==> src/hdl/udec_pkg.sv <==
/*
  Constants, types and timing figures shared by the endpoint control block.
  Assumes a single 250 MHz clock and a same-clock packet engine upstream.
*/
// Notes on behaviour
// - Endpoint reset bit clears state, banks, flags and status; toggle and config kept.
// - Bus reset (SE0 100 us) disables endpoints, keeps control config, clears its toggle.
// - Optional CPU reset on bus reset; controller stays enabled after it.
// - Three-bit endpoint select routes every endpoint access except the per-endpoint reset bits, interrupt lines and the shared interrupt enables.
// - Endpoint held in reset while its enable bit is clear.
// - Config valid only when size fits RAM; only control SETUP answered before that.
// - Disabling an endpoint resets it and its toggle, keeps size, banks, reserve.
// - Address enable clear answers address 00h only, else only stored address.
// - Address resets to 00h; address enable cleared by reset, bus reset, disable.
// - Three ms of idle J sets suspend flag and its interrupt.
// - Line activity sets wake flag; wake and suspend flags clear each other.
// - Detach resets to one; set drops D+ pull-up, clear restores it.
// - Remote wake allowed only in suspend; resume starts after 5 ms idle.
// - Resume start sets resume flag, clears suspend; end clears wake bit.
// - Stall request answers STALL until stall clear; clear bit reads zero.
// - Each STALL sets stall-sent flag; packet discarded, no OUT or access flag.
// - SETUP on a control endpoint always acknowledged; sets setup flag, clears stall, stall-sent, IN-ready.
// - Pending retry answers before STALL.
// - Control SETUP never sets OUT flag; handover and access read zero.
// - First control-read status token NAKed; CPU data dropped, IN-ready clear ignored.
// - Control-read OUT retry acknowledged, sets OUT and IN-ready; ZLP zeroes count.
// - Clearing controller enable resets the controller except the line sync and the idle and SE0 timers.
// - Remote wake bit cleared only by hardware.
// - CPU-reset option bit cleared by a zero write or controller disable, not by bus reset.
package udec_pkg;
  localparam int EP_NUM       = 5;
  localparam int EP_W         = 3;
  localparam int ADDR_W       = 7;
  localparam int LEN_W        = 7;
  localparam int CNT_W        = 22;
  localparam int CLK_MHZ      = 250;
  localparam int BUS_RST_US   = 100;
  localparam int SUSP_MS      = 3;
  localparam int RWK_MS       = 5;
  localparam int RESUME_MS    = 2;
  localparam int US_PER_MS    = 1000;
  localparam int BUS_RST_CYC  = BUS_RST_US * CLK_MHZ;
  localparam int SUSP_CYC     = SUSP_MS * US_PER_MS * CLK_MHZ;
  localparam int RWK_CYC      = RWK_MS * US_PER_MS * CLK_MHZ;
  localparam int RESUME_CYC   = RESUME_MS * US_PER_MS * CLK_MHZ;
  localparam int DPRAM_BYTES  = 176;
  localparam logic [8:0] EP_MIN_BYTES = 9'h008;
  localparam logic [ADDR_W-1:0] ADDR_DEFAULT = 7'h00;
  localparam logic [1:0] LINE_J   = 2'h2;
  localparam logic [1:0] LINE_SE0 = 2'h0;

  typedef enum logic [1:0] {PID_SETUP, PID_OUT, PID_IN} udec_pid_t;
  typedef enum logic [1:0] {HSK_NONE, HSK_ACK, HSK_NAK, HSK_STALL} udec_hsk_t;
  typedef enum logic [1:0] {CTL_IDLE, CTL_READ, CTL_STATUS} udec_ctl_t;

  typedef struct packed {
    logic setup_rx;
    logic out_rx;
    logic in_ready;
    logic stall_sent;
    logic nak_in;
  } udec_epflg_t;

  typedef struct packed {
    logic suspend;
    logic wake;
    logic up_resume;
    logic end_resume;
  } udec_genflg_t;

  typedef struct packed {
    logic             valid;
    udec_pid_t        pid;
    logic [EP_W-1:0]  ep;
    logic [ADDR_W-1:0] addr;
    logic             zlp;
    logic [LEN_W-1:0] len;
    logic             retry;
    logic             setup_in;
  } udec_tok_t;

  typedef struct packed {
    logic       ctrl;
    logic       memory_reserve_bit;
    logic       banks2;
    logic [2:0] size;
  } udec_cfgw_t;

  typedef struct packed {
    udec_cfgw_t w;
    logic       ok;
  } udec_cfg_t;

  typedef struct packed {
    udec_epflg_t      flags;
    logic             toggle;
    logic             stall;
    udec_ctl_t        cst;
    logic [LEN_W-1:0] bcnt;
  } udec_ep_t;

  typedef struct packed {
    logic             enabled;
    logic             cfg_ok;
    logic             toggle;
    logic             stall_rq;
    logic             bank_access;
    logic             handover;
    logic [LEN_W-1:0] bcnt;
  } udec_sts_t;

  // Bytes reserved by one configuration, both banks counted
  function automatic logic [8:0] ep_bytes(input udec_cfgw_t c);
    logic [8:0] one;
    one = EP_MIN_BYTES << c.size;
    return c.banks2 ? 9'(one << 1) : one;
  endfunction : ep_bytes
endpackage : udec_pkg

==> src/hdl/udec_ctrl.sv <==
/*
  Endpoint control, addressing, suspend, resume and stall logic of a full-speed device.
  Assumes a same-clock packet engine delivering decoded tokens and firmware as plain ports.
*/
module udec_ctrl #(
  parameter int BUS_RST_CYC = udec_pkg::BUS_RST_CYC,
  parameter int SUSP_CYC    = udec_pkg::SUSP_CYC,
  parameter int RWK_CYC     = udec_pkg::RWK_CYC,
  parameter int RESUME_CYC  = udec_pkg::RESUME_CYC
) (
  input  wire logic                      I_CLK,
  input  wire logic                      I_NRST,
  input  wire logic                      I_DP,
  input  wire logic                      I_DM,
  input  wire logic                      I_CONTROLLER_ENABLE_BIT,
  input  wire logic                      I_CLOCK_FREEZE_BIT,
  input  wire logic                      I_DETACH_WR,
  input  wire logic                      I_DETACH_VAL,
  input  wire logic                      I_CPU_RESET_ON_BUS_RESET_BIT_WR,
  input  wire logic                      I_CPU_RESET_ON_BUS_RESET_BIT_VAL,
  input  wire logic                      I_REMOTE_WAKE_BIT_SET,
  input  wire logic                      I_ADDR_WR,
  input  wire logic [udec_pkg::ADDR_W-1:0] I_ADDR_VAL,
  input  wire logic                      I_ADDRESS_ENABLE_BIT_WR,
  input  wire logic                      I_ADDRESS_ENABLE_BIT_VAL,
  input  wire logic [udec_pkg::EP_W-1:0] I_EP_SEL,
  input  wire logic [udec_pkg::EP_NUM-1:0] I_EP_RST,
  input  wire logic                      I_EP_EN_WR,
  input  wire logic                      I_EP_EN_VAL,
  input  wire logic                      I_CFG_WR,
  input  wire udec_pkg::udec_cfgw_t      I_CFG_VAL,
  input  wire logic                      I_STALL_SET,
  input  wire logic                      I_STALL_CLR,
  input  wire logic                      I_TOGGLE_CLR,
  input  wire udec_pkg::udec_epflg_t     I_FLAG_CLR,
  input  wire udec_pkg::udec_epflg_t     I_EP_IRQ_EN,
  input  wire udec_pkg::udec_genflg_t    I_GEN_FLAG_CLR,
  input  wire udec_pkg::udec_genflg_t    I_GEN_IRQ_EN,
  input  wire udec_pkg::udec_tok_t       I_TOK,
  input  wire logic                      I_EOR_OK,
  output logic                           O_HSK_VALID,
  output udec_pkg::udec_hsk_t            O_HSK,
  output logic                           O_PULLUP_EN,
  output logic                           O_RESUME_DRV,
  output logic                           O_CPU_RST,
  output udec_pkg::udec_epflg_t          O_SEL_FLAGS,
  output udec_pkg::udec_sts_t            O_SEL_STATUS,
  output udec_pkg::udec_genflg_t         O_GEN_FLAGS,
  output logic [udec_pkg::EP_NUM-1:0]    O_EP_IRQ,
  output logic                           O_EP_IRQ_REQ,
  output logic                           O_GEN_IRQ
);
  localparam int N = udec_pkg::EP_NUM;
  localparam int CW = udec_pkg::CNT_W;

  logic [1:0]                 line_s;
  logic                       line_j_q_reg;
  logic [CW-1:0]              idle_cnt_reg;
  logic [CW-1:0]              se0_cnt_reg;
  logic [CW-1:0]              rsm_cnt_reg;
  logic                       rsm_active_reg;
  logic                       eor_armed_reg;
  logic                       rmwk_reg;
  logic                       cpu_reset_on_bus_reset_bit_reg;
  logic [udec_pkg::ADDR_W-1:0] device_address_field_reg;
  logic                       addren_reg;
  logic [N-1:0]               en_reg;
  logic [N-1:0]               en_next;
  udec_pkg::udec_genflg_t     gen_reg;
  udec_pkg::udec_genflg_t     gen_next;
  udec_pkg::udec_ep_t         st_reg  [N];
  udec_pkg::udec_ep_t         st_next [N];
  udec_pkg::udec_cfg_t        cfg_reg [N];
  udec_pkg::udec_hsk_t        hsk_ep  [N];
  logic [N-1:0]               ep_irq;

  udec_sync3 #(.W(2)) u_line_sync (
    .i_clk  (I_CLK),
    .i_nrst (I_NRST),
    .i_d    ({I_DP, I_DM}),
    .o_q    (line_s)
  );

  // Line conditions and timers
  wire line_j    = (line_s == udec_pkg::LINE_J);
  wire line_se0  = (line_s == udec_pkg::LINE_SE0);
  wire bus_rst   = line_se0 && (se0_cnt_reg == CW'(BUS_RST_CYC - 1));
  wire susp_hit  = line_j && (idle_cnt_reg == CW'(SUSP_CYC - 1));
  // Own resume drive is not taken as host activity
  wire wake_hit  = line_j_q_reg && !line_j && !rsm_active_reg;
  wire rsm_start = rmwk_reg && !rsm_active_reg && (idle_cnt_reg == CW'(RWK_CYC));
  wire rsm_end   = rsm_active_reg && (rsm_cnt_reg == CW'(RESUME_CYC - 1));
  wire idle_sat  = (idle_cnt_reg == CW'(RWK_CYC));

  // Address filter and token acceptance
  wire addr_ok = addren_reg ? (I_TOK.addr == device_address_field_reg)
                            : (I_TOK.addr == udec_pkg::ADDR_DEFAULT);
  wire tok_ok  = I_TOK.valid && !I_CLOCK_FREEZE_BIT && addr_ok && (I_TOK.ep < udec_pkg::EP_W'(N));
  wire cfg_ok_new = I_CFG_VAL.memory_reserve_bit
                 && (udec_pkg::ep_bytes(I_CFG_VAL) <= 9'(udec_pkg::DPRAM_BYTES));

  wire udec_pkg::udec_hsk_t hsk_next = tok_ok ? hsk_ep[I_TOK.ep] : udec_pkg::HSK_NONE;
  wire udec_pkg::udec_cfg_t sel_cfg = cfg_reg[I_EP_SEL];
  wire udec_pkg::udec_ep_t  sel_st  = st_reg[I_EP_SEL];
  // Control endpoints report no bank handover or access
  wire sel_bank = !sel_cfg.w.ctrl && (sel_st.flags.out_rx || sel_st.flags.in_ready);

  always_comb begin
    gen_next = gen_reg & ~I_GEN_FLAG_CLR;
    if (susp_hit) begin
      gen_next.suspend = 1'b1;
      gen_next.wake    = 1'b0;
    end
    if (wake_hit) begin
      gen_next.wake    = 1'b1;
      gen_next.suspend = 1'b0;
    end
    if (rsm_start) begin
      gen_next.up_resume = 1'b1;
      gen_next.suspend   = 1'b0;
    end
    if (I_EOR_OK && eor_armed_reg) begin
      gen_next.end_resume = 1'b1;
    end
  end

  always_comb begin
    en_next = en_reg;
    if (I_EP_EN_WR) begin
      en_next[I_EP_SEL] = I_EP_EN_VAL;
    end
    if (bus_rst) begin
      en_next = '0;
    end
  end

  for (genvar g = 0; g < N; g++) begin : g_ep
    wire sel     = (I_EP_SEL == udec_pkg::EP_W'(g));
    wire hit     = tok_ok && (I_TOK.ep == udec_pkg::EP_W'(g)) && en_reg[g];
    wire disable_now = !en_reg[g] || (sel && I_EP_EN_WR && !I_EP_EN_VAL);
    wire do_rst  = I_EP_RST[g] || disable_now;
    udec_pkg::udec_ep_t  s;
    udec_pkg::udec_hsk_t h;
    udec_pkg::udec_epflg_t clr;

    always_comb begin
      s   = st_reg[g];
      h   = udec_pkg::HSK_NONE;
      clr = sel ? I_FLAG_CLR : '0;
      if (s.cst == udec_pkg::CTL_STATUS) begin
        clr.in_ready = 1'b0;
      end
      s.flags = s.flags & ~clr;
      if (sel && I_STALL_SET) begin
        s.stall = 1'b1;
      end
      if (sel && I_STALL_CLR) begin
        s.stall = 1'b0;
      end
      if (sel && I_TOGGLE_CLR) begin
        s.toggle = 1'b0;
      end
      if (hit) begin
        if (I_TOK.pid == udec_pkg::PID_SETUP && cfg_reg[g].w.ctrl) begin
          h = udec_pkg::HSK_ACK;
          s.flags.setup_rx   = 1'b1;
          s.flags.stall_sent = 1'b0;
          s.flags.in_ready   = 1'b0;
          s.stall  = 1'b0;
          s.toggle = 1'b1;
          s.cst    = I_TOK.setup_in ? udec_pkg::CTL_READ : udec_pkg::CTL_IDLE;
          s.bcnt   = I_TOK.zlp ? '0 : I_TOK.len;
        end else if (!cfg_reg[g].ok) begin
          h = udec_pkg::HSK_NONE;
        end else if (I_TOK.retry) begin
          h = udec_pkg::HSK_NAK;
        end else if (s.stall) begin
          h = udec_pkg::HSK_STALL;
          s.flags.stall_sent = 1'b1;
        end else if (I_TOK.pid == udec_pkg::PID_OUT && s.cst == udec_pkg::CTL_READ) begin
          // Unsent CPU data is dropped: bank marked free again
          h = udec_pkg::HSK_NAK;
          s.cst = udec_pkg::CTL_STATUS;
          s.flags.in_ready = 1'b1;
        end else if (I_TOK.pid == udec_pkg::PID_OUT && s.cst == udec_pkg::CTL_STATUS) begin
          h = udec_pkg::HSK_ACK;
          s.flags.out_rx   = 1'b1;
          s.flags.in_ready = 1'b1;
          s.bcnt = I_TOK.zlp ? '0 : I_TOK.len;
        end else if (I_TOK.pid == udec_pkg::PID_OUT) begin
          h = s.flags.out_rx ? udec_pkg::HSK_NAK : udec_pkg::HSK_ACK;
          if (!s.flags.out_rx) begin
            s.flags.out_rx = 1'b1;
            s.bcnt   = I_TOK.zlp ? '0 : I_TOK.len;
            s.toggle = !s.toggle;
          end
        end else if (I_TOK.pid == udec_pkg::PID_IN) begin
          h = s.flags.in_ready ? udec_pkg::HSK_NAK : udec_pkg::HSK_ACK;
          s.flags.nak_in   = s.flags.nak_in | s.flags.in_ready;
          s.toggle         = s.toggle ^ !s.flags.in_ready;
          s.flags.in_ready = 1'b1;
        end
      end
      if (do_rst) begin
        s.flags = '0;
        s.cst   = udec_pkg::CTL_IDLE;
        s.bcnt  = '0;
      end
      if (disable_now) begin
        s.toggle = 1'b0;
      end
      if (bus_rst && g == 0) begin
        s.toggle = 1'b0;
      end
    end

    assign st_next[g] = s;
    assign hsk_ep[g]  = h;
    assign ep_irq[g]  = |(st_reg[g].flags & I_EP_IRQ_EN);
  end

  // Controller falls back to reset values while disabled, except the line sync and the idle and SE0 timers
  always_ff @(posedge I_CLK or negedge I_NRST) begin
    if (!I_NRST) begin
      for (int i = 0; i < N; i++) begin
        st_reg[i]  <= '0;
        cfg_reg[i] <= '0;
      end
      en_reg <= '0;
    end else begin
      for (int i = 0; i < N; i++) begin
        st_reg[i] <= I_CONTROLLER_ENABLE_BIT ? st_next[i] : '0;
        if (!I_CONTROLLER_ENABLE_BIT) begin
          cfg_reg[i] <= '0;
        end else if (I_CFG_WR && I_EP_SEL == udec_pkg::EP_W'(i)) begin
          cfg_reg[i] <= '{w: I_CFG_VAL, ok: cfg_ok_new};
        end
      end
      en_reg <= I_CONTROLLER_ENABLE_BIT ? en_next : '0;
    end
  end

  always_ff @(posedge I_CLK or negedge I_NRST) begin
    if (!I_NRST) begin
      line_j_q_reg   <= 1'b0;
      idle_cnt_reg   <= '0;
      se0_cnt_reg    <= '0;
      rsm_cnt_reg    <= '0;
      rsm_active_reg <= 1'b0;
      eor_armed_reg  <= 1'b0;
      gen_reg        <= '0;
    end else begin
      line_j_q_reg   <= line_j;
      idle_cnt_reg   <= (!line_j || rsm_active_reg) ? '0 : (idle_sat ? idle_cnt_reg
                                                                     : idle_cnt_reg + 1'b1);
      se0_cnt_reg    <= (!line_se0 || bus_rst) ? '0 : se0_cnt_reg + 1'b1;
      rsm_cnt_reg    <= rsm_active_reg && !rsm_end ? rsm_cnt_reg + 1'b1 : '0;
      rsm_active_reg <= I_CONTROLLER_ENABLE_BIT && (rsm_start || (rsm_active_reg && !rsm_end));
      eor_armed_reg  <= I_CONTROLLER_ENABLE_BIT && (rsm_end || (eor_armed_reg && !I_EOR_OK));
      gen_reg        <= I_CONTROLLER_ENABLE_BIT ? gen_next : '0;
    end
  end

  always_ff @(posedge I_CLK or negedge I_NRST) begin
    if (!I_NRST) begin
      rmwk_reg    <= 1'b0;
      cpu_reset_on_bus_reset_bit_reg  <= 1'b0;
      device_address_field_reg    <= udec_pkg::ADDR_DEFAULT;
      addren_reg  <= 1'b0;
      O_PULLUP_EN <= 1'b0;
    end else if (!I_CONTROLLER_ENABLE_BIT) begin
      rmwk_reg    <= 1'b0;
      cpu_reset_on_bus_reset_bit_reg  <= 1'b0;
      device_address_field_reg    <= udec_pkg::ADDR_DEFAULT;
      addren_reg  <= 1'b0;
      O_PULLUP_EN <= 1'b0;
    end else begin
      // Zero writes ignored; only the end of resume drops it
      rmwk_reg   <= rsm_end ? 1'b0 : (rmwk_reg || (I_REMOTE_WAKE_BIT_SET && gen_reg.suspend));
      cpu_reset_on_bus_reset_bit_reg <= I_CPU_RESET_ON_BUS_RESET_BIT_WR ? I_CPU_RESET_ON_BUS_RESET_BIT_VAL : cpu_reset_on_bus_reset_bit_reg;
      device_address_field_reg   <= bus_rst ? udec_pkg::ADDR_DEFAULT : (I_ADDR_WR ? I_ADDR_VAL : device_address_field_reg);
      addren_reg <= bus_rst ? 1'b0 : (I_ADDRESS_ENABLE_BIT_WR ? I_ADDRESS_ENABLE_BIT_VAL : addren_reg);
      O_PULLUP_EN <= I_DETACH_WR ? !I_DETACH_VAL : O_PULLUP_EN;
    end
  end

  always_ff @(posedge I_CLK or negedge I_NRST) begin
    if (!I_NRST) begin
      O_HSK_VALID  <= 1'b0;
      O_HSK        <= udec_pkg::HSK_NONE;
      O_RESUME_DRV <= 1'b0;
      O_CPU_RST    <= 1'b0;
      O_SEL_FLAGS  <= '0;
      O_SEL_STATUS <= '0;
      O_GEN_FLAGS  <= '0;
      O_EP_IRQ     <= '0;
      O_EP_IRQ_REQ <= 1'b0;
      O_GEN_IRQ    <= 1'b0;
    end else begin
      O_HSK_VALID  <= I_CONTROLLER_ENABLE_BIT && (hsk_next != udec_pkg::HSK_NONE);
      O_HSK        <= I_CONTROLLER_ENABLE_BIT ? hsk_next : udec_pkg::HSK_NONE;
      O_RESUME_DRV <= I_CONTROLLER_ENABLE_BIT && (rsm_start || (rsm_active_reg && !rsm_end));
      O_CPU_RST    <= I_CONTROLLER_ENABLE_BIT && bus_rst && cpu_reset_on_bus_reset_bit_reg;
      O_SEL_FLAGS  <= sel_st.flags;
      O_SEL_STATUS <= '{enabled: en_reg[I_EP_SEL], cfg_ok: sel_cfg.ok,
                        toggle: sel_st.toggle, stall_rq: sel_st.stall,
                        bank_access: sel_bank, handover: sel_bank, bcnt: sel_st.bcnt};
      O_GEN_FLAGS  <= gen_reg;
      O_EP_IRQ     <= ep_irq;
      O_EP_IRQ_REQ <= |ep_irq;
      O_GEN_IRQ    <= |(gen_reg & I_GEN_IRQ_EN);
    end
  end
endmodule : udec_ctrl

==> src/hdl/udec_sync3.sv <==
/*
  Three-stage synchroniser for line pins.
  Assumes asynchronous inputs; output moves only when stages two and three agree.
*/
module udec_sync3 #(
  parameter int W = 2
) (
  input  wire logic         i_clk,
  input  wire logic         i_nrst,
  input  wire logic [W-1:0] i_d,
  output logic      [W-1:0] o_q
);
  logic [W-1:0] s1_reg;
  logic [W-1:0] s2_reg;
  logic [W-1:0] s3_reg;

  always_ff @(posedge i_clk or negedge i_nrst) begin
    if (!i_nrst) begin
      s1_reg <= '0;
      s2_reg <= '0;
      s3_reg <= '0;
      o_q    <= '0;
    end else begin
      s1_reg <= i_d;
      s2_reg <= s1_reg;
      s3_reg <= s2_reg;
      if (s2_reg == s3_reg) begin
        o_q <= s3_reg;
      end
    end
  end
endmodule : udec_sync3
==> config.mk <==
export PLATFORM = sky130hd
export DESIGN_NAME = udec_ctrl
export DESIGN_NICKNAME = d
export VERILOG_FILES = /design/src/hdl/udec_pkg.sv /design/src/hdl/udec_ctrl.sv /design/src/hdl/udec_sync3.sv
export SDC_FILE = /design/constraint.sdc
export NUM_CORES = 1
export LEC_CHECK = 0
export BUFFER_PORTS_ARGS = -buffer_cell sky130_fd_sc_hd__buf_2
export CORE_AREA = 2 2 170 213
export CTS_CLUSTER_DIAMETER = 40
export CTS_CLUSTER_SIZE = 16
export DETAILED_ROUTE_END_ITERATION = 10
export DIE_AREA = 0 0 172 215
export GPL_ROUTABILITY_DRIVEN = 0
export GPL_TIMING_DRIVEN = 0
export SLEW_MARGIN = 20
export SYNTH_ARGS = -nofsm -noshare
export SYNTH_HDL_FRONTEND = slang
export SYNTH_HIERARCHICAL = 1
export SYNTH_SLANG_ARGS = --single-unit
==> constraint.sdc <==
create_clock -name I_CLK -period 5.5 [get_ports I_CLK]
set_clock_uncertainty 0.15 [all_clocks]
set_input_delay 0.275 -clock I_CLK [delete_from_list [all_inputs] [get_ports I_CLK]]
set_output_delay 0.275 -clock I_CLK [all_outputs]
set_load 0.02 [all_outputs]
# --- Yosys cells after proc, flatten, opt, wreduce, memory -nomap -nowiden ---
# Cells that the tools add are included.
word_totals:
  register_bits: 244
  inputBits: 83
  word_cells: 690
op_classes:
  add_sub_neg: 3
  magnitude_cmp: 6
  eq_ne: 78
  n_shift: 1
  mux: 321
  n_bitwise: 30
  reduce_logical: 140
ops:
  columns: ["cell", "count"]
  rows:
  - ["7-bit 2-to-1 mux", 36]
  - ["9-bit 2-to-1 mux", 26]
  - ["2-bit 2-to-1 mux", 101]
  - ["16-bit 2-to-1 mux", 12]
  - ["5-bit 2-to-1 mux", 23]
  - ["1-bit 2-to-1 mux", 112]
  - ["22-bit 2-to-1 mux", 4]
  - ["1-bit logical AND", 77]
  - ["22-bit by 1-bit adder with 22-bit output (second input constant)", 3]
  - ["5-bit bitwise AND", 10]
  - ["16-bit binary-select mux with 3-bit select", 1]
  - ["4-bit by 1-bit != test with 1-bit output (second input constant)", 10]
  - ["4-bit != test (second input constant)", 10]
  - ["7-bit AND reduction", 5]
  - ["5-bit by 1-bit != test with 1-bit output (second input constant)", 5]
  - ["5-bit by 3-bit != test with 1-bit output (second input constant)", 5]
  - ["5-bit inverter", 5]
  - ["5-bit AND reduction", 5]
  - ["25-bit OR reduction", 1]
  - ["5-bit OR reduction", 5]
  - ["1-bit zero test", 24]
  - ["3-bit by 1-bit != test with 1-bit output (second input constant)", 8]
  - ["22-bit by 15-bit == test with 1-bit output (second input constant)", 1]
  - ["22-bit by 19-bit == test with 1-bit output (second input constant)", 1]
  - ["34 further kinds", 89]

# --- Depth between registers and ports, before layout ---
logic_depth:
  depth_word: 21
  mapped_depth: 10
  ltp_nobuf: 8

# --- Cells and area by module ---
# Netlist, hierarchy kept.
by_module_without_submodules:
  columns: ["module", "n_inst", "cells_each", "area_each_um2"]
  rows:
  - ["udec_ctrl", 1, 1211, 11138.2]
  - ["udec_sync3", 1, 16, 250.2]

# --- Least setup slack after synthesis ---
# OpenSTA, ideal clock, no wires.
synth_timing:
  path_type: "register to register"
  from: "register idle_cnt_reg[10]"
  to: "register gen_reg[3] in the netlist's numbering"
  t_arrival_ps: 2099
  setup_slack_ps: 3131
  path_stages_with_launch: 7
  synth_period_minus_slack_ps: 2369
  path_cell_list: "dfrtp_1 or4_1 or4b_4 nor3_4 and3b_1 inv_1 and4_1"
synth_via:
  elab_chain_len: 6
  word_cells_on_any_way: 8
  cone_classes: "2 x eq/ne; 4 x mux; 2 x reduce/logical"
synth_lines:
  columns: ["element", "line", "source"]
  rows:
  - ["start, declared", "udec_ctrl.sv:58", "logic [CW-1:0] idle_cnt_reg;"]
  - ["start signal, assigned", "udec_ctrl.sv:254", "idle_cnt_reg <= (!line_j || rsm_active_reg) ? '0 : (idle_sat ? idle_cnt_reg"]
  - ["22-bit by 20-bit == test with 1-bit output", "udec_ctrl.sv:88", "wire susp_hit = line_j && (idle_cnt_reg == CW'(SUSP_CYC - 1));"]
  - ["1-bit logical AND", "udec_ctrl.sv:88", null]
  - ["2-bit 2-to-1 mux", "udec_ctrl.sv:110", "if (susp_hit) begin"]
  - ["2-bit 2-to-1 mux", "udec_ctrl.sv:114", "if (wake_hit) begin"]
  - ["1-bit 2-to-1 mux *", "udec_ctrl.sv:118", "if (rsm_start) begin"]
  - ["4-bit 2-to-1 mux *", "udec_ctrl.sv:260", "gen_reg <= I_CONTROLLER_ENABLE_BIT ? gen_next : '0;"]
  - ["end signal, assigned", "udec_ctrl.sv:260", null]
  - ["end, declared", "udec_ctrl.sv:69", "udec_pkg::udec_genflg_t gen_reg;"]
# Mark *: on every way between the ends. The rest lies on a longest branch, timed or not.
# A chain may end at the register's enable or synchronous reset.

# --- Worst setup path after layout ---
layout_timing:
  from: "input I_EP_SEL[2] in the netlist's numbering"
  to: "register st_reg[43] in the netlist's numbering"
layout_via:
  elab_chain_len: 17
  word_cells_on_any_way: 25
  cone_classes: "1 x eq/ne; 15 x mux; 3 x bitwise; 6 x reduce/logical"
layout_lines:
  columns: ["element", "line", "source"]
  rows:
  - ["start, declared", "udec_ctrl.sv:26", "input wire logic [udec_pkg::EP_W-1:0] I_EP_SEL,"]
  - ["3-bit by 2-bit == test with 1-bit output *", "udec_ctrl.sv:138", "wire sel = (I_EP_SEL == udec_pkg::EP_W'(g));"]
  - ["5-bit 2-to-1 mux", "udec_ctrl.sv:149", "clr = sel ? I_FLAG_CLR : '0;"]
  - ["1-bit 2-to-1 mux", "udec_ctrl.sv:150", "if (s.cst == udec_pkg::CTL_STATUS) begin"]
  - ["5-bit inverter", "udec_ctrl.sv:153", "s.flags = s.flags & ~clr;"]
  - ["5-bit bitwise AND", "udec_ctrl.sv:153", null]
  - ["1-bit bitwise OR", "udec_ctrl.sv:199", "s.flags.nak_in = s.flags.nak_in | s.flags.in_ready;"]
  - ["2-bit 2-to-1 mux", "udec_ctrl.sv:197", "end else if (I_TOK.pid == udec_pkg::PID_IN) begin"]
  - ["1-bit 2-to-1 mux", "udec_ctrl.sv:190", "end else if (I_TOK.pid == udec_pkg::PID_OUT) begin"]
  - ["2-bit 2-to-1 mux", "udec_ctrl.sv:185", "end else if (I_TOK.pid == udec_pkg::PID_OUT && s.cst == udec_pkg::CTL_STATUS) begin"]
  - ["2-bit 2-to-1 mux", "udec_ctrl.sv:180", "end else if (I_TOK.pid == udec_pkg::PID_OUT && s.cst == udec_pkg::CTL_READ) begin"]
  - ["2-bit 2-to-1 mux", "udec_ctrl.sv:177", "end else if (s.stall) begin"]
  - ["5-bit 2-to-1 mux", "udec_ctrl.sv:175", "end else if (I_TOK.retry) begin"]
  - ["5-bit 2-to-1 mux", "udec_ctrl.sv:173", "end else if (!cfg_reg[g].ok) begin"]
  - ["1-bit 2-to-1 mux", "udec_ctrl.sv:164", "if (I_TOK.pid == udec_pkg::PID_SETUP && cfg_reg[g].w.ctrl) begin"]
  - ["16-bit 2-to-1 mux", "udec_ctrl.sv:163", "if (hit) begin"]
  - ["5-bit 2-to-1 mux *", "udec_ctrl.sv:204", "if (do_rst) begin"]
  - ["16-bit 2-to-1 mux *", "udec_ctrl.sv:232", "st_reg[i] <= I_CONTROLLER_ENABLE_BIT ? st_next[i] : '0;"]
  - ["end signal, assigned by index", "udec_ctrl.sv:232", null]
  - ["end, declared", "udec_ctrl.sv:71", "udec_pkg::udec_ep_t st_reg [N];"]
# Mark *: on every way between the ends. The rest lies on a longest branch, timed or not. The select of a mux whose other input is x is not followed.

==> impl_metrics.json <==
{
  "status": "finished, final reports clean",
  "path_cells": "buf_2, buf_4, buf_6, nor3b_2, clkbuf_1, clkbuf_1, nand2_1, a32oi_1, nor2_1, dlygate4sd3_1",
  "cp_slowest_cell": "clkbuf_1",
  "diodes": 0,
  "grt_pass1_vias": 10600,
  "synthArstFlopShare": 1.00,
  "synth_seq_cells": 219,
  "wire_per_inst_microns": 18.9,
  "final_core_util": 0.409,
  "worstPathArrival_ns": 3.48,
  "clk_pin_slew_worst_paths_ns": 0.06,
  "fillCellCount": 3507,
  "syn_inst": 1227,
  "yosysTopAreaCell": "dfrtp_1",
  "cts_repair_resize_count": 0,
  "setup-tns-final_ns": 0,
  "dieHeight_microns": 215,
  "grtUsageTotal": 0.201,
  "post-route-period-util": 0.579,
  "first_pass_iters": 10,
  "grt_pass1_wl_microns": 57800,
  "worstPathRequired_ns": 5.80,
  "nNetsFinal": 1527,
  "dieWidth_microns": 172,
  "cp_max_fo": 10,
  "grt-ovfl-total": 0,
  "leakage_nw": 6.03,
  "syn_area_sq_um": 11400,
  "largest_reg_flops": 80,
  "max_stage_delay_ns": 0.66,
  "tightest_slew_ns": 1.03,
  "start_util": 0.325,
  "vias": 10400,
  "wl_microns": 36700,
  "avgSynthCellArea_sq_um": 9.28,
  "holdWs_ns": 0.0329,
  "cts_max_path_buffers": 3,
  "antenna_found_initial": 2,
  "synth_edf_count": 0,
  "rows": 77,
  "drive_gt1_frac": 0.149,
  "max_freq_ghz": 0.314,
  "syn_to_final_growth_pct": 26.0,
  "max_cap_viol_count": 0,
  "hold_depth": 4,
  "clkSinkCount": 219,
  "hold_start": "I_TOK[1]",
  "io_pins": 118,
  "power_mw": 4.02,
  "max_slew_margin": 0.306,
  "hpwl_microns": 26500,
  "core_area_sq_um": 35100,
  "p_per_area_nw_per_um2": 280,
  "worstSetupEndpointType": "register",
  "instances_no_fill": 1939,
  "hold_viol_final": 0,
  "io_buffers": 111,
  "crit_type": "in2reg",
  "cts_root_buf": "clkbuf_16",
  "clkLatencyLatePin_ns": 0.57,
  "cpMostUsedCell": "clkbuf_1",
  "yosys-top-cells-area": "dfrtp_1, nand2_1, nor2_1, nand3_1, mux2i_1",
  "cts_buffers": 31,
  "worstReg2RegEnd": "st_reg[54]$_DFFE_PN0P_",
  "h-tree-depth": 1,
  "syn-num-nets": 1314,
  "rrSetupSlack_ns": 2.47,
  "drv_slew": 0,
  "fin_crit_ns": 3.18,
  "yosys_warnings": 6,
  "ir_drop_uv": 254,
  "ys_seq_area_frac": 0.481,
  "ant_nets": 0,
  "dp.cells": 1814,
  "synth_top_area_share": 0.481,
  "startpoint_type": "primary input",
  "vias_per_cell": 5.35,
  "r2r-start": "device_address_field_reg[6]$_DFFE_PN0P_",
  "drtIter0Drc": 679,
  "hold_end": "st_reg[12]$_DFF_PN0_",
  "reg2reg_depth": 6,
  "rsz0062_at_grt": "no",
  "yosysUniqueCellTypes": 81,
  "cts_tree": "yes",
  "synth_ff_type": "dfrtp_1",
  "hp-class": "in2reg",
  "drc": 0,
  "die_area_sq_um": 37000,
  "grt_max_degree": 95,
  "setup-violations-final": 0
}
cell usage after synthesis, types with 5 or more instances:
cell / number
a21boi_0: 9
a21oi_1: 50
a221o_1: 13
a222oi_1: 5
a22oi_1: 7
a31oi_1: 12
a32oi_1: 6
and2_1: 8
and3_1: 14
buf_2: 6
clkbuf_1: 36
dfrtp_1: 219
inv_1: 35
mux2_2: 7
mux2i_1: 33
nand2_1: 167
nand2b_1: 30
nand3_1: 72
nand4_1: 27
nor2_1: 153
nor2b_1: 25
nor3_1: 21
nor4_1: 17
o21ai_0: 44
o21ai_1: 10
o22ai_1: 5
o31ai_1: 12
or2_2: 6
xnor2_1: 36
xor2_1: 36
cells by family (layout without fill, tap and decap cells):
family | count (synthesis) | count (layout) | share of synthesized area
buffers and inverters | 85 | 323 | 0.0323
adder cells (fa/ha/maj) | 6 | 6 | 0.00615
flip-flops | 219 | 219 | 0.481
XOR/XNOR | 72 | 72 | 0.0554
multiplexers | 42 | 42 | 0.0399
AND/OR/NAND/NOR | 583 | 583 | 0.252
AO/OA/AOI/OAI | 220 | 220 | 0.133
area by class of cell:
type                       instances  area, sq um  area share
clock inverter                    24          278      0.0194
sequential                       219         5480       0.382
inverter                          35          131     0.00916
clock buffer                      34          797      0.0556
buffer                            50          236      0.0165
timing repair buffer             180         1290      0.0900
tap                              474          593      0.0413
multi-input combinational        923         5540       0.386
critical path, delay by kind of cell:
family	cells	cell delay [ns]
compound gates	1	0.17
buf+inv	6	2.29
simple gates	3	0.73
power breakdown:
group | internal, mW | switching, mW | leakage (nW)
sequential | 1.63 | 0.0181 | 3.03
combinational | 0.115 | 0.207 | 2.50
clock | 1.19 | 0.856 | 0.504
worst max-delay path by stage:
| stage | from | end | slack (ns) | depth (start not counted) |
|---|---|---|---|---|
| CTS | I_EP_SEL[2] | st_reg[43]$_DFF_PN0_ | 2.41 | 10 |
| finish | I_EP_SEL[2] | st_reg[43]$_DFF_PN0_ | 2.32 | 10 |
| global placement | I_NRST | O_SEL_FLAGS[3]$_DFF_PN0_ | 0.02 | 1 |
| floorplan | idle_cnt_reg[10]$_DFFE_PN0P_ | gen_reg[3]$_DFF_PN0_ | 3.13 | 6 |
| detailed placement | I_EP_SEL[2] | st_reg[44]$_DFF_PN0_ | 2.34 | 9 |
| global route | I_EP_SEL[2] | st_reg[43]$_DFF_PN0_ | 2.23 | 10 |
repair_timing:
action | 4_1_cts | 5_1_grt
endpoints found under the hold margin | 306 | 0
buffers inserted | 0 | 0
hold buffers | 67 | 0
metrics by stage:
stage,instance area [sq um],setup slack (ns)
3_5_place_dp,12600,2.34
6_report,14300,2.32
5_1_grt,14300,2.23
4_1_cts,14300,2.41
2_1_floorplan,11400,3.13
3_3_place_gp,12500,0.0245
per-layer routing:
metal | up-vias | part of all wire | GRT usage
met5 | - | 0.00068 | 0
met4 | 4 | 0.054 | 0.110
met3 | 128 | 0.070 | 0.0379
met2 | 450 | 0.47 | 0.327
met1 | 5004 | 0.41 | 0.250
li1 | 4792 | - | -
cell usage in the layout, fill, tap and decap left out, types with 5 or more instances in the layout:
cell type / instances
a22oi_1: 7
nor4_1: 17
a221o_1: 13
nand4_1: 27
a32oi_1: 6
nand2_1: 167
mux2i_1: 33
inv_1: 35
xor2_1: 36
nor2b_1: 25
inv_8: 6
clkbuf_16: 31
dfrtp_1: 219
nand3_1: 72
mux2_2: 7
nand2b_1: 30
xnor2_1: 36
o21ai_1: 10
clkbuf_1: 38
a21oi_1: 50
a21boi_0: 9
inv_6: 5
a222oi_1: 5
or2_2: 6
o22ai_1: 5
clkinvlp_4: 7
and2_1: 8
nor2_1: 153
o21ai_0: 44
and3_1: 14
dlygate4sd3_1: 67
a31oi_1: 12
o31ai_1: 12
nor3_1: 21
buf_2: 116
Note: power is estimated with default switching activity, not from simulation.
